==> config.mk <==
export PLATFORM = sky130hd
export DESIGN_NAME = rsr_reset_source
export DESIGN_NICKNAME = d
export VERILOG_FILES = /design/src/include/rsr_pkg.sv /design/src/hw/rsr_clock_loss.sv /design/src/hw/rsr_reset_source.sv
export SDC_FILE = /design/constraint.sdc
export NUM_CORES = 1
export LEC_CHECK = 0
export BUFFER_PORTS_ARGS = -buffer_cell sky130_fd_sc_hd__buf_2
export CORE_MARGIN = 10
export CORE_UTILIZATION = 55
export CTS_CLUSTER_SIZE = 16
export DETAILED_ROUTE_END_ITERATION = 8
export PLACE_DENSITY = 0.77
export SLEW_MARGIN = 20
export SYNTH_ARGS = -nofsm -noshare
export SYNTH_HDL_FRONTEND = slang
export SYNTH_HIERARCHICAL = 1
export SYNTH_SLANG_ARGS = --single-unit
==> constraint.sdc <==
create_clock -name ref_clk -period 4.6 [get_ports ref_clk]
set_input_delay 1.15 -clock ref_clk [delete_from_list [all_inputs] [get_ports ref_clk]]
set_output_delay 1.15 -clock ref_clk [all_outputs]
set_load 0.05 [all_outputs]
==> src/include/rsr_pkg.sv <==
// reset source register package: address, bit layout, timing figures
// assumes a 25 MHz reference clock and one 8-bit special-function bus
package rsr_pkg;

  localparam logic [7:0] RSR_ADDR = 8'hef;

  // bit positions of reset_source_control
  localparam int RSR_BIT_PIN = 0;
  localparam int RSR_BIT_POR = 1;
  localparam int RSR_BIT_MCD = 2;
  localparam int RSR_BIT_WDT = 3;
  localparam int RSR_BIT_SW = 4;
  localparam int RSR_BIT_CMP = 5;
  localparam int RSR_BIT_MEM = 6;
  localparam int RSR_BIT_UNUSED = 7;

  localparam logic [7:0] RSR_FLAGS_RESET = 8'h02;
  localparam logic [7:0] RSR_READ_MASK = 8'h7f;
  localparam logic RSR_VDD_EN_RESET = 1'b1;

  // timing
  localparam int RSR_CLK_KHZ = 25000;
  localparam int RSR_LOSS_US = 100;
  localparam int RSR_LOSS_CYC = (RSR_LOSS_US * RSR_CLK_KHZ + 999) / 1000;
  localparam int RSR_HOLD_CYC = 16;
  localparam int RSR_CNT_W = 12;

  typedef enum logic [1:0] {
    RSR_ST_RUN = 2'b01,
    RSR_ST_HOLD = 2'b10
  } rsr_state_t;

  // one bit for every source that can start a system reset
  typedef struct packed {
    logic pin;
    logic vdd;
    logic mem;
    logic clock_loss_detector;
    logic wdt;
    logic cmp;
    logic sw;
  } rsr_trig_t;

endpackage

==> src/hw/rsr_clock_loss.sv <==
// clock_loss_detector: watches the system clock level for stalls
// assumes sys_clk_level is sampled synchronously to ref_clk
module rsr_clock_loss
  import rsr_pkg::*;
#(
  parameter int LOSS_CYCLES = RSR_LOSS_CYC
) (
  input wire logic ref_clk,
  input wire logic rst,
  input wire logic enable,
  input wire logic sys_clk_level,
  output logic timeout
);

  logic last_level_reg;
  logic [RSR_CNT_W-1:0] stall_cnt_reg;

  always_ff @(posedge ref_clk or posedge rst) begin
    if (rst) begin
      last_level_reg <= 1'b0;
    end else begin
      last_level_reg <= sys_clk_level;
    end
  end

  // any edge restarts the one-shot; a level held too long fires it
  always_ff @(posedge ref_clk or posedge rst) begin
    if (rst) begin
      stall_cnt_reg <= '0;
      timeout <= 1'b0;
    end else if (!enable || sys_clk_level != last_level_reg) begin
      stall_cnt_reg <= '0;
      timeout <= 1'b0;
    end else if (stall_cnt_reg == RSR_CNT_W'(LOSS_CYCLES)) begin
      stall_cnt_reg <= '0;
      timeout <= 1'b1;
    end else begin
      stall_cnt_reg <= stall_cnt_reg + 1'b1;
      timeout <= 1'b0;
    end
  end

endmodule

==> src/hw/rsr_reset_source.sv <==
// reset_source_control register and system reset sequencer
// assumes rst is the power-on reset; all other inputs synchronous
// Functional notes
// - writing bit 5 high lets a low comparator output reset the device
// - bit 5 reads one when the comparator caused the last reset
// - writing one to bit 4 starts a full system reset at once
// - bit 4 reads one only after a software-forced reset
// - bit 3 is read-only, one after a watchdog overflow reset
// - bit 2 write enables or disables the clock loss detector
// - enabled clock loss detector resets the device when clock stops
// - writing bit 1 high makes a low supply indication reset the device
// - power-on flag reads one after power-on; other flags then untrusted
// - bit 6 is read-only, one after an illegal code memory access
// - clock level held longer than 100 us triggers a reset
// - bit 2 reads one only after a clock loss reset
// - comparator reset starts on a low comparator output; the hold ends on its count, not when the output rises
// - bit 0 is set on leaving a reset from the external pin
module rsr_reset_source
  import rsr_pkg::*;
#(
  parameter int HOLD_CYCLES = RSR_HOLD_CYC,
  parameter int LOSS_CYCLES = RSR_LOSS_CYC
) (
  input wire logic ref_clk,
  input wire logic rst,
  input wire logic ext_rst_n,
  input wire logic cmp_out,
  input wire logic vdd_above,
  input wire logic wdt_overflow,
  input wire logic mem_error,
  input wire logic sys_clk_level,
  input wire logic [7:0] sfr_addr,
  input wire logic [7:0] sfr_wdata,
  input wire logic sfr_wr,
  input wire logic sfr_rd,
  output logic [7:0] sfr_rdata,
  output logic sys_rst
);

  rsr_state_t state_reg;
  rsr_trig_t trig;
  logic [RSR_CNT_W-1:0] hold_cnt_reg;
  logic [7:0] cause_reg;
  logic [7:0] flags_reg;
  logic cmp_en_reg;
  logic mcd_en_reg;
  logic vdd_en_reg;
  logic loss_timeout;
  logic wr_hit;
  logic any_trig;
  logic rd_hit;
  logic enter_hold;
  logic exit_now;

  localparam logic [RSR_CNT_W-1:0] HOLD_LOAD = RSR_CNT_W'(HOLD_CYCLES);

  // the one address decode shared by the read and the write path
  function automatic logic reg_hit(input logic [7:0] addr);
    return addr == RSR_ADDR;
  endfunction

  // first matching source wins; the pin outranks internal sources
  function automatic logic [7:0] cause_of(input rsr_trig_t t);
    logic [7:0] c;
    c = 8'h00;
    if (t.pin) begin
      c[RSR_BIT_PIN] = 1'b1;
    end else if (t.vdd) begin
      c[RSR_BIT_POR] = 1'b1;
    end else if (t.mem) begin
      c[RSR_BIT_MEM] = 1'b1;
    end else if (t.clock_loss_detector) begin
      c[RSR_BIT_MCD] = 1'b1;
    end else if (t.wdt) begin
      c[RSR_BIT_WDT] = 1'b1;
    end else if (t.cmp) begin
      c[RSR_BIT_CMP] = 1'b1;
    end else if (t.sw) begin
      c[RSR_BIT_SW] = 1'b1;
    end
    return c;
  endfunction

  rsr_clock_loss #(
    .LOSS_CYCLES(LOSS_CYCLES)
  ) u_loss (
    .ref_clk(ref_clk),
    .rst(rst),
    .enable(mcd_en_reg),
    .sys_clk_level(sys_clk_level),
    .timeout(loss_timeout)
  );

  // software cannot run while the device is held in reset
  assign wr_hit = sfr_wr && reg_hit(sfr_addr) && state_reg == RSR_ST_RUN;
  // reads in hold are not taken either and return zero
  assign rd_hit = sfr_rd && reg_hit(sfr_addr) && state_reg == RSR_ST_RUN;

  always_comb begin
    trig.pin = !ext_rst_n;
    trig.vdd = vdd_en_reg && !vdd_above;
    trig.mem = mem_error;
    trig.clock_loss_detector = loss_timeout;
    trig.wdt = wdt_overflow;
    trig.cmp = cmp_en_reg && !cmp_out;
    trig.sw = wr_hit && sfr_wdata[RSR_BIT_SW];
    any_trig = |trig;
  end

  // any request in run enters hold; the exit waits for a released pin
  // and an empty count
  assign enter_hold = state_reg == RSR_ST_RUN && any_trig;
  assign exit_now = state_reg == RSR_ST_HOLD && !trig.pin &&
                    hold_cnt_reg == '0;

  // sequencer: power-on starts in hold, so the first release is timed too
  always_ff @(posedge ref_clk or posedge rst) begin
    if (rst) begin
      state_reg <= RSR_ST_HOLD;
    end else begin
      case (state_reg)
        RSR_ST_RUN: begin
          if (any_trig) begin
            state_reg <= RSR_ST_HOLD;
          end
        end
        RSR_ST_HOLD: begin
          if (exit_now) begin
            state_reg <= RSR_ST_RUN;
          end
        end
        default: begin
          // an illegal code falls back to a fresh hold rather than run
          state_reg <= RSR_ST_HOLD;
        end
      endcase
    end
  end

  // the count sits loaded outside hold; a pin held low stretches the
  // reset until it is released
  always_ff @(posedge ref_clk or posedge rst) begin
    if (rst) begin
      hold_cnt_reg <= HOLD_LOAD;
    end else if (state_reg != RSR_ST_HOLD || trig.pin) begin
      hold_cnt_reg <= HOLD_LOAD;
    end else if (hold_cnt_reg != '0) begin
      hold_cnt_reg <= hold_cnt_reg - 1'b1;
    end
  end

  // cause latched at entry so a source that clears during hold still counts
  always_ff @(posedge ref_clk or posedge rst) begin
    if (rst) begin
      cause_reg <= RSR_FLAGS_RESET;
    end else if (enter_hold) begin
      cause_reg <= cause_of(trig);
    end
  end

  // system reset rises with the entry edge and falls with the exit edge
  always_ff @(posedge ref_clk or posedge rst) begin
    if (rst) begin
      sys_rst <= 1'b1;
    end else if (exit_now) begin
      sys_rst <= 1'b0;
    end else if (state_reg != RSR_ST_RUN || any_trig) begin
      sys_rst <= 1'b1;
    end
  end

  // flags change only on the exit from reset, or to the power-on value while rst is high
  always_ff @(posedge ref_clk or posedge rst) begin
    if (rst) begin
      flags_reg <= RSR_FLAGS_RESET;
    end else if (exit_now) begin
      flags_reg <= cause_reg;
    end
  end

  // comparator and clock loss sources drop on every reset
  always_ff @(posedge ref_clk or posedge rst) begin
    if (rst) begin
      cmp_en_reg <= 1'b0;
      mcd_en_reg <= 1'b0;
    end else if (state_reg == RSR_ST_HOLD) begin
      cmp_en_reg <= 1'b0;
      mcd_en_reg <= 1'b0;
    end else if (wr_hit && !trig.sw) begin
      cmp_en_reg <= sfr_wdata[RSR_BIT_CMP];
      mcd_en_reg <= sfr_wdata[RSR_BIT_MCD];
    end
  end

  // the supply source survives non-power-on resets, only power-on sets
  // it back; an early enable may reset the device if the monitor is
  // still unsettled
  always_ff @(posedge ref_clk or posedge rst) begin
    if (rst) begin
      vdd_en_reg <= RSR_VDD_EN_RESET;
    end else if (wr_hit && !trig.sw && sfr_wdata[RSR_BIT_POR]) begin
      vdd_en_reg <= 1'b1;
    end
  end

  // bits 0, 3, 6, 7 ignore writes; reads have no side effect
  always_ff @(posedge ref_clk or posedge rst) begin
    if (rst) begin
      sfr_rdata <= 8'h00;
    end else if (rd_hit) begin
      sfr_rdata <= flags_reg & RSR_READ_MASK;
    end else begin
      sfr_rdata <= 8'h00;
    end
  end

endmodule

==> After elaboration in Yosys (flattened, before gate mapping) <==
Cells that the tools add are included.
{ "totals": {"elab_cells": 76, "ff_bits": 53, "output_inout_bits": 9, "input_bits": 26} }
{ "op_classes": {"eq_ne": 9, "n_reduce_logical": 25, "mux": 29, "add_sub_neg": 2} }
{ "op_table": {"columns": ["op", "n"], "rows": [
  ["$mux W12", 4],
  ["$mux W1", 16],
  ["$add A12 B1 Y12 const B", 1],
  ["$eq A12 B12 Y1 const B", 1],
  ["$logic_not A12 Y1", 1],
  ["$reduce_bool A12 Y1", 1],
  ["$sub A12 B1 Y12 const B", 1],
  ["$logic_and A1 B1 Y1", 10],
  ["$eq A8 B8 Y1 const B", 1],
  ["$mux W7", 1],
  ["$reduce_or A7 Y1", 1],
  ["$mux W2", 3],
  ["$mux W6", 1],
  ["$ne A2 B2 Y1 const B", 3],
  ["$reduce_bool A2 Y1", 3],
  ["$logic_not A1 Y1", 5],
  ["$mux W5", 1],
  ["$mux W4", 1],
  ["$pmux W2 S2", 1],
  ["$logic_or A1 B1 Y1", 3],
  ["$mux W3", 1],
  ["$eq A2 B1 Y1 const B", 1],
  ["$eq A2 B2 Y1 const B", 1],
  ["$ne A2 B1 Y1 const B", 1],
  ["2 further kinds", 2]
]} }

==> Logic depth before layout (Yosys ltp) <==
Gate-level depths: netlist of run 1.
{ "logic_depth": {"ltp_word": 11, "ltp_mapped": 8, "mapped_depth_nobuf": 6} }

==> Cells and area by module <==
The synthesis of run 1 kept the hierarchy.
{ "by_module_without_submodules": {"columns": ["mod", "n_inst", "seq_area_each_um2", "cells_each", "area_each_um2"], "rows": [
  ["rsr_reset_source", 1, 957.2, 152, 1765.4],
  ["rsr_clock_loss", 1, 350.3, 68, 747.0]
]} }

==> Worst setup path after synthesis of run 1 <==
No wires, ideal clock.
{ "synth_path": {"kind": "input-to-reg", "startpoint": "in mem_error", "endpoint": "reg cause_reg[2]", "t_required_ps": 4475, "stages": 4, "n_path_buf": 0, "slack_ps": 2037, "arrival_time_ps": 2438, "setup_ps": 125, "path_cell_list": "nand3b_1 or4_4 a21oi_2 mux2_2"} }
{ "synth_via": {"elab_chain_cells": 3, "word_cells_on_any_way": 5, "cone_classes": "mux (3); reduce/logical (2)"} }
{ "synth_rtl": {"columns": ["element", "line_no", "source"], "rows": [
  ["start, declared", "rsr_reset_source.sv:30", "input wire logic mem_error,"],
  ["$mux W4", "rsr_reset_source.sv:70", "end else if (t.mem) begin"],
  ["$mux W5", "rsr_reset_source.sv:68", "end else if (t.vdd) begin"],
  ["$mux W6", "rsr_reset_source.sv:66", "if (t.pin) begin"],
  ["end signal, assigned", "rsr_reset_source.sv:157", "cause_reg <= cause_of(trig);"],
  ["end, declared", "rsr_reset_source.sv:43", "logic [7:0] cause_reg;"]
]} }
Several ways; a longest one is shown, not always the timed one.
A chain may end at the register's enable or synchronous reset.

==> Final worst setup path of run 1 <==
{ "layout_path": {"startpoint": "in mem_error", "endpoint": "reg cause_reg[3]"} }
Same word-level chain as after synthesis.

==> results.py, run 1 <==
metrics = {
    "route": {
        "drc_errors": 0,
        "num_vias": 1758,
        "drt-pass1-iter-count": 4,
        "wire_per_inst_um": 14.8,
        "vias_per_cell": 5.80,
        "antenna_left": 0,
        "drt-initial-drc-count": 36,
        "drt-total-wl_um": 4470,
    },
    "critical_path": {
        "r2r_slack_ns": 2.32,
        "worstSetupStartpointType": "primary input",
        "slowest_delay_ns": 0.53,
        "end_kind": "register",
        "cp.arrival_ns": 2.69,
        "crit_slowest_cell": "or4_4",
        "crit_type": "in -> reg",
        "worstPathCellList": "buf_2 > nand3b_1 > or4_4 > a21oi_2 > mux2_2",
        "r2r_end": "hold_cnt_reg[3]$_DFFE_PP0N_",
        "required_ns": 4.79,
        "critPathBufInv": 1,
        "reg2regPathDepth": 6,
        "path_depth": 5,
        "crit_family": "simple AND/OR/NAND/NOR gates",
        "worstPathMaxFanout": 5,
        "timing.rr.start": "hold_cnt_reg[0]$_DFFE_PP0N_",
    },
    "final_layout": {
        "fin_cells": 303,
        "seq_area_mm2": 0.00131,
        "final_cell_mix": "dfrtp_1, buf_2, or3_1, nor2_1",
        "syn2layout_area_growth_pct": 11.8,
        "diodes": 0,
        "multiInputGateArea_mm2": 0.00113,
        "layout_commonest_cell": "dfrtp_1",
        "drive_above_1_share": 0.271,
        "post-route-util": 0.640,
        "fillers": 352,
        "nNetsFinal": 279,
    },
    "synth": {
        "netlist.area_leader.share": 0.468,
        "yosysWarnings": 6,
        "syn_inst": 220,
        "synth_edf_count": 0,
        "ys_seq_area_frac": 0.520,
        "synthArstFlopShare": 1.00,
        "synth_top_area_cell": "dfrtp_1",
        "synth_flop_cell": "dfrtp_1",
        "synth_area_per_cell_um2": 11.4,
        "synth_area_mm2": 0.00251,
        "synth.distinct_cells": 53,
        "synthTopCellsByArea": "dfrtp_1, dfstp_2, mux2_2",
        "ys_ff_latch": 52,
        "syn_nets": 249,
    },
    "placed_design": {
        "hpwl_um": 3230,
        "preCtsSetupSlack_ns": 1.77,
        "dp.cells": 295,
        "placement.io_buffers": 28,
        "place_congestion": 0.771,
    },
    "sta": {
        "hold_viol_final": 0,
        "fin_ws_ns": 2.11,
        "rsz0062_at_grt": "no",
        "max_freq_ghz": 0.401,
        "relSlewSlack": 0.488,
        "finalSetupViolCount": 0,
        "slew_violations": 0,
        "clock_skew_ns": 0.00402,
        "min_period_ns": 2.49,
        "tns_ns": 0,
        "fin_crit_sh": 0.542,
        "worst_pin_slew_ns": 0.761,
    },
    "floorplan": {
        "rows": 24,
        "fp.coreArea_mm2": 0.00438,
        "die_w_um": 87.6,
        "die_area_mm2": 0.00767,
        "start_util": 0.573,
        "die_h_um": 87.6,
        "top_level_ports": 35,
    },
    "global_routing": {
        "grt_overflow": 0,
        "grt_start_max_net_pins": 39,
        "grt.total_usage": 0.125,
        "antenna_found_initial": 0,
        "grt_pass1_vias": 1731,
        "grt_pass1_wl_um": 7770,
    },
    "min_path": {
        "hp-class": "reg -> reg",
        "hold_end": "sfr_rdata[4]$_DFF_PP0_",
        "holdCritStartpoint": "flags_reg[4]$_DFFE_PP0P_",
        "min_path_cells": 1,
    },
    "cts": {
        "cts_root_buffer": "clkbuf_8",
        "cts_buffer_depth": 2,
        "ctsHoldBuffers": 0,
        "cts.sinks": 52,
        "clock_latency_ns": 0.30,
        "clk_pin_slew_ns": 0.09,
        "cts_buffers": 5,
        "cts_setup_buffers": 0,
        "cts_resized": 0,
        "cts_tree": "yes",
        "htree_levels": 2,
    },
    "pwr": {
        "power.density_mw_per_mm2": 408,
        "ir_drop_v": 0.000242,
        "p_leak_nw": 1.22,
    },
    "flow_run": {
        "cap_violations": 0,
    },
    "run_status": {
        "status": "finished clean",
    },
}
how the worst max path moves through the flow:
stage	endpoint	start	slack [ns]
after floorplan	cause_reg[2]$_DFFE_PP0P_	mem_error	2.04
after global placement	cause_reg[6]$_DFFE_PP0P_	ext_rst_n	1.81
after detailed placement	cause_reg[3]$_DFFE_PP0P_	mem_error	1.77
after CTS	cause_reg[3]$_DFFE_PP0P_	mem_error	2.08
after global routing	cause_reg[3]$_DFFE_PP0P_	mem_error	2.05
final	cause_reg[3]$_DFFE_PP0P_	mem_error	2.11
routing by layer:
layer	vias up	track usage	part of all wire
met3	5	0.0418	0.066
met4	0	0.0565	0.017
met5	-	0	0
met1	853	0.146	0.44
met2	39	0.204	0.47
li1	861	-	-
Yosys cell counts (2+ instances only):
library cell,count
a211oi_1,4
a211oi_2,3
a21oi_1,9
and2_1,7
buf_4,2
clkbuf_1,2
dfrtp_1,47
dfstp_2,5
ha_1,3
inv_1,10
mux2_2,10
mux2i_1,3
nand2_1,7
nand2b_1,2
nand3_1,2
nand4_1,5
nand4_4,2
nand4b_1,2
nor2_1,12
nor2b_1,5
nor3_1,7
nor3b_1,2
nor4_1,6
nor4bb_1,2
o21ai_0,10
o31ai_1,4
or3_1,14
or4_1,2
or4_4,2
xnor2_1,5
xor2_1,2
cells by family after synthesis:
group,after synthesis,share of synthesized area
flip-flops,52,0.520
AO/OA/AOI/OAI,38,0.104
multiplexers,14,0.0627
adder cells (fa/ha/maj),3,0.0149
buffers and inverters,16,0.0304
XOR/XNOR,7,0.0244
other,1,0.00149
AND/OR/NAND/NOR,89,0.242
metrics by stage:
step	hold WS [ns]	power [mW]	instance area, um^2
2_1_floorplan	0.447	0.790	2510
3_3_place_gp	0.456	0.819	2690
3_5_place_dp	0.461	0.828	2690
4_1_cts	0.483	1.16	2810
5_1_grt	0.509	1.22	2810
6_report	0.479	1.15	2810
final cells by class:
type                       instances  area share
inverter                          10      0.0134
timing repair buffer              29      0.0526
sequential                        52       0.466
clock buffer                       6      0.0294
clock inverter                     2      0.0138
multi-input combinational        152       0.402
tap                               52      0.0232
where the power goes:
group | switching (mW) | total, mW | internal (mW)
Sequential | 0.0438 | 0.552 | 0.508
Clock | 0.152 | 0.330 | 0.178
Combinational | 0.155 | 0.265 | 0.110
Note: power is estimated with default switching activity, not from simulation.
==> inputs of run 2 (changes only) <==
--- a/config.mk
+++ b/config.mk
@@ -5,12 +5,13 @@
 export SDC_FILE = /design/constraint.sdc
 export NUM_CORES = 1
 export LEC_CHECK = 0
+export ABC_AREA = 1
 export BUFFER_PORTS_ARGS = -buffer_cell sky130_fd_sc_hd__buf_2
 export CORE_MARGIN = 10
-export CORE_UTILIZATION = 55
+export CORE_UTILIZATION = 51
 export CTS_CLUSTER_SIZE = 16
 export DETAILED_ROUTE_END_ITERATION = 8
-export PLACE_DENSITY = 0.77
+export PLACE_DENSITY = 0.75
 export SLEW_MARGIN = 20
 export SYNTH_ARGS = -nofsm -noshare
 export SYNTH_HDL_FRONTEND = slang
==> constraint.sdc (replaced) <==
create_clock -name ref_clk -period 2 [get_ports ref_clk]
set_input_delay 0.5 -clock ref_clk [delete_from_list [all_inputs] [get_ports ref_clk]]
set_output_delay 0.5 -clock ref_clk [all_outputs]
set_load 0.05 [all_outputs]
==> results.py, run 2 <==
metrics = {
    "floorplan": {
        "die_h_um": 91.5,
        "die_area_mm2": 0.00837,
        "die_w_um": 91.5,
        "rows": 25,
        "start_util": 0.538,
        "fp.coreArea_mm2": 0.00485,
        "top_level_ports": 35,
    },
    "cts": {
        "cts.sinks": 52,
        "cts_setup_buffers": 0,
        "cts_root_buffer": "clkbuf_8",
        "cts_resized": 0,
        "clock_latency_ns": 0.31,
        "ctsHoldBuffers": 0,
        "clk_pin_slew_ns": 0.09,
        "htree_levels": 2,
        "cts_buffers": 5,
        "cts_buffer_depth": 2,
        "cts_tree": "yes",
    },
    "critical_path": {
        "crit_slowest_cell": "dfstp_2",
        "worstPathCellList": "buf_2",
        "cp.arrival_ns": 1.11,
        "worstSetupStartpointType": "register",
        "end_kind": "output pin",
        "worstPathMaxFanout": 2,
        "required_ns": 1.50,
        "crit_type": "reg -> out",
        "slowest_delay_ns": 0.55,
        "crit_family": "flip-flops",
        "critPathBufInv": 1,
    },
    "synth": {
        "synthTopCellsByArea": "dfrtp_1, nand2_1, inv_1",
        "synth_common_cells": "nand2_1, inv_1, dfrtp_1",
        "syn_inst": 315,
        "ys_ff_latch": 52,
        "synth.most_common_cell": "nand2_1",
        "yosysWarnings": 6,
        "synth_top_family_by_area": "simple AND/OR/NAND/NOR gates",
        "synth_simple_gate_area_frac": 0.315,
        "synth_flop_cell": "dfrtp_1",
        "netlist.area_leader.share": 0.451,
        "synth_compound_area_frac": 0.0547,
        "synth.distinct_cells": 33,
        "synth_edf_count": 0,
        "synth_area_mm2": 0.00261,
        "synth_top_area_cell": "dfrtp_1",
        "synth_area_per_cell_um2": 8.28,
        "ys_seq_area_frac": 0.501,
        "synth-xor-area-share": 0.0202,
        "yosys.area_share.adder": 0.0144,
        "muxShareOfSynthArea": 0,
        "synthArstFlopShare": 1.00,
        "syn_nets": 344,
    },
    "route": {
        "drc_errors": 0,
        "num_vias": 1998,
        "drt-initial-drc-count": 101,
        "wire_per_inst_um": 11.5,
        "drt-total-wl_um": 4800,
        "antenna_left": 0,
        "vias_per_cell": 4.78,
        "drt-pass1-iter-count": 4,
    },
    "flow_run": {
        "cap_violations": 0,
    },
    "global_routing": {
        "grt_pass1_vias": 1940,
        "grt_pass1_wl_um": 8540,
        "grt_overflow": 0,
        "antenna_found_initial": 0,
        "grt.total_usage": 0.122,
        "grt_start_max_net_pins": 39,
    },
    "final_layout": {
        "final_cell_mix": "nand2_1, inv_1, dfrtp_1, nor2_1, buf_2",
        "syn2layout_area_growth_pct": 11.9,
        "drive_above_1_share": 0.228,
        "nNetsFinal": 379,
        "diodes": 0,
        "layout_commonest_cell": "nand2_1",
    },
    "pwr": {
        "p_leak_nw": 1.47,
        "power.density_mw_per_mm2": 862,
        "power.total_mw": 2.52,
        "ir_drop_v": 0.000461,
    },
    "sta": {
        "hold_viol_final": 0,
        "clock_skew_ns": 0.0105,
        "max_freq_ghz": 0.622,
        "min_period_ns": 1.61,
        "relSlewSlack": 0.640,
        "fin_crit_sh": 0.804,
        "rsz0062_at_grt": "no",
        "finalSetupViolCount": 0,
        "worst_pin_slew_ns": 0.539,
        "slew_violations": 0,
        "tns_ns": 0,
    },
    "run_status": {
        "status": "finished clean",
    },
    "placed_design": {
        "placement.io_buffers": 28,
        "place_congestion": 0.876,
        "hpwl_um": 3700,
    },
    "min_path": {
        "hp-class": "in -> async",
    },
}
[run 2: final timing paths]
path,slack (ns),end,start,depth (start not counted)
max reg2reg,0.48,hold_cnt_reg[1]$_DFFE_PP0N_,hold_cnt_reg[0]$_DFFE_PP0N_,7
min in group ref_clk,0.32,u_loss/last_level_reg$_DFF_PP0_,sys_clk_level,1
min,0.24,u_loss/stall_cnt_reg[11]$_DFF_PP0_,rst,2
max in group asynchronous,1.35,sys_rst$_DFFE_PP1P_,rst,3
max,0.39,sys_rst,sys_rst$_DFFE_PP1P_,1
min reg2reg,0.48,cause_reg[1]$_DFFE_PP1P_,cause_reg[1]$_DFFE_PP1P_,2
[run 2: power by group]
| part | leakage (nW) | switching (mW) | internal [mW] |
|---|---|---|---|
| registers | 0.693 | 0.0757 | 1.21 |
| logic | 0.740 | 0.423 | 0.208 |
| clock network | 0.0404 | 0.350 | 0.248 |
| total | 1.47 | 0.848 | 1.67 |
[run 2: metal layers]
metal  up-vias  track usage  wire length [um]
li1       1042            -                 -
met1       922        0.138              2010
met2        30        0.210              2490
met3         4       0.0370               233
met4         0       0.0444                64
met5         -            0                 0
[run 2: kinds of logic after synthesis]
kind of cell,count (synthesis)
and+or+nand+nor,169
buffers and inverters,59
DFF,52
AOI/OAI and AO/OA,25
xor gates and xnor gates,6
adders and majority gates,3
other,1
[run 2: layout make-up]
class / count / area [um^2]
Clock buffer: 5 / 68.8
Timing Repair Buffer: 30 / 155
Inverter: 57 / 219
Multi-Input combinational cell: 204 / 1060
Sequential cell: 52 / 1310
Fill cell: 433 / 1930
Clock inverter: 3 / 23.8
Tap cell: 67 / 83.8
[run 2: metrics by stage]
| step | setup WS [ns] | util | area, um^2 | hold slack [ns] | std cells |
|---|---|---|---|---|---|
| 2_1_floorplan | 0.629 | - | 2610 | 0.389 | 315 |
| 5_1_grt | 0.328 | 0.602 | 2920 | 0.254 | 418 |
| 3_3_place_gp | 0.461 | 0.582 | 2820 | 0.450 | 410 |
| 6_report | 0.392 | 0.602 | 2920 | 0.237 | 418 |
| 4_1_cts | 0.377 | 0.602 | 2920 | 0.251 | 418 |
| 3_5_place_dp | 0.439 | 0.582 | 2820 | 0.460 | 410 |
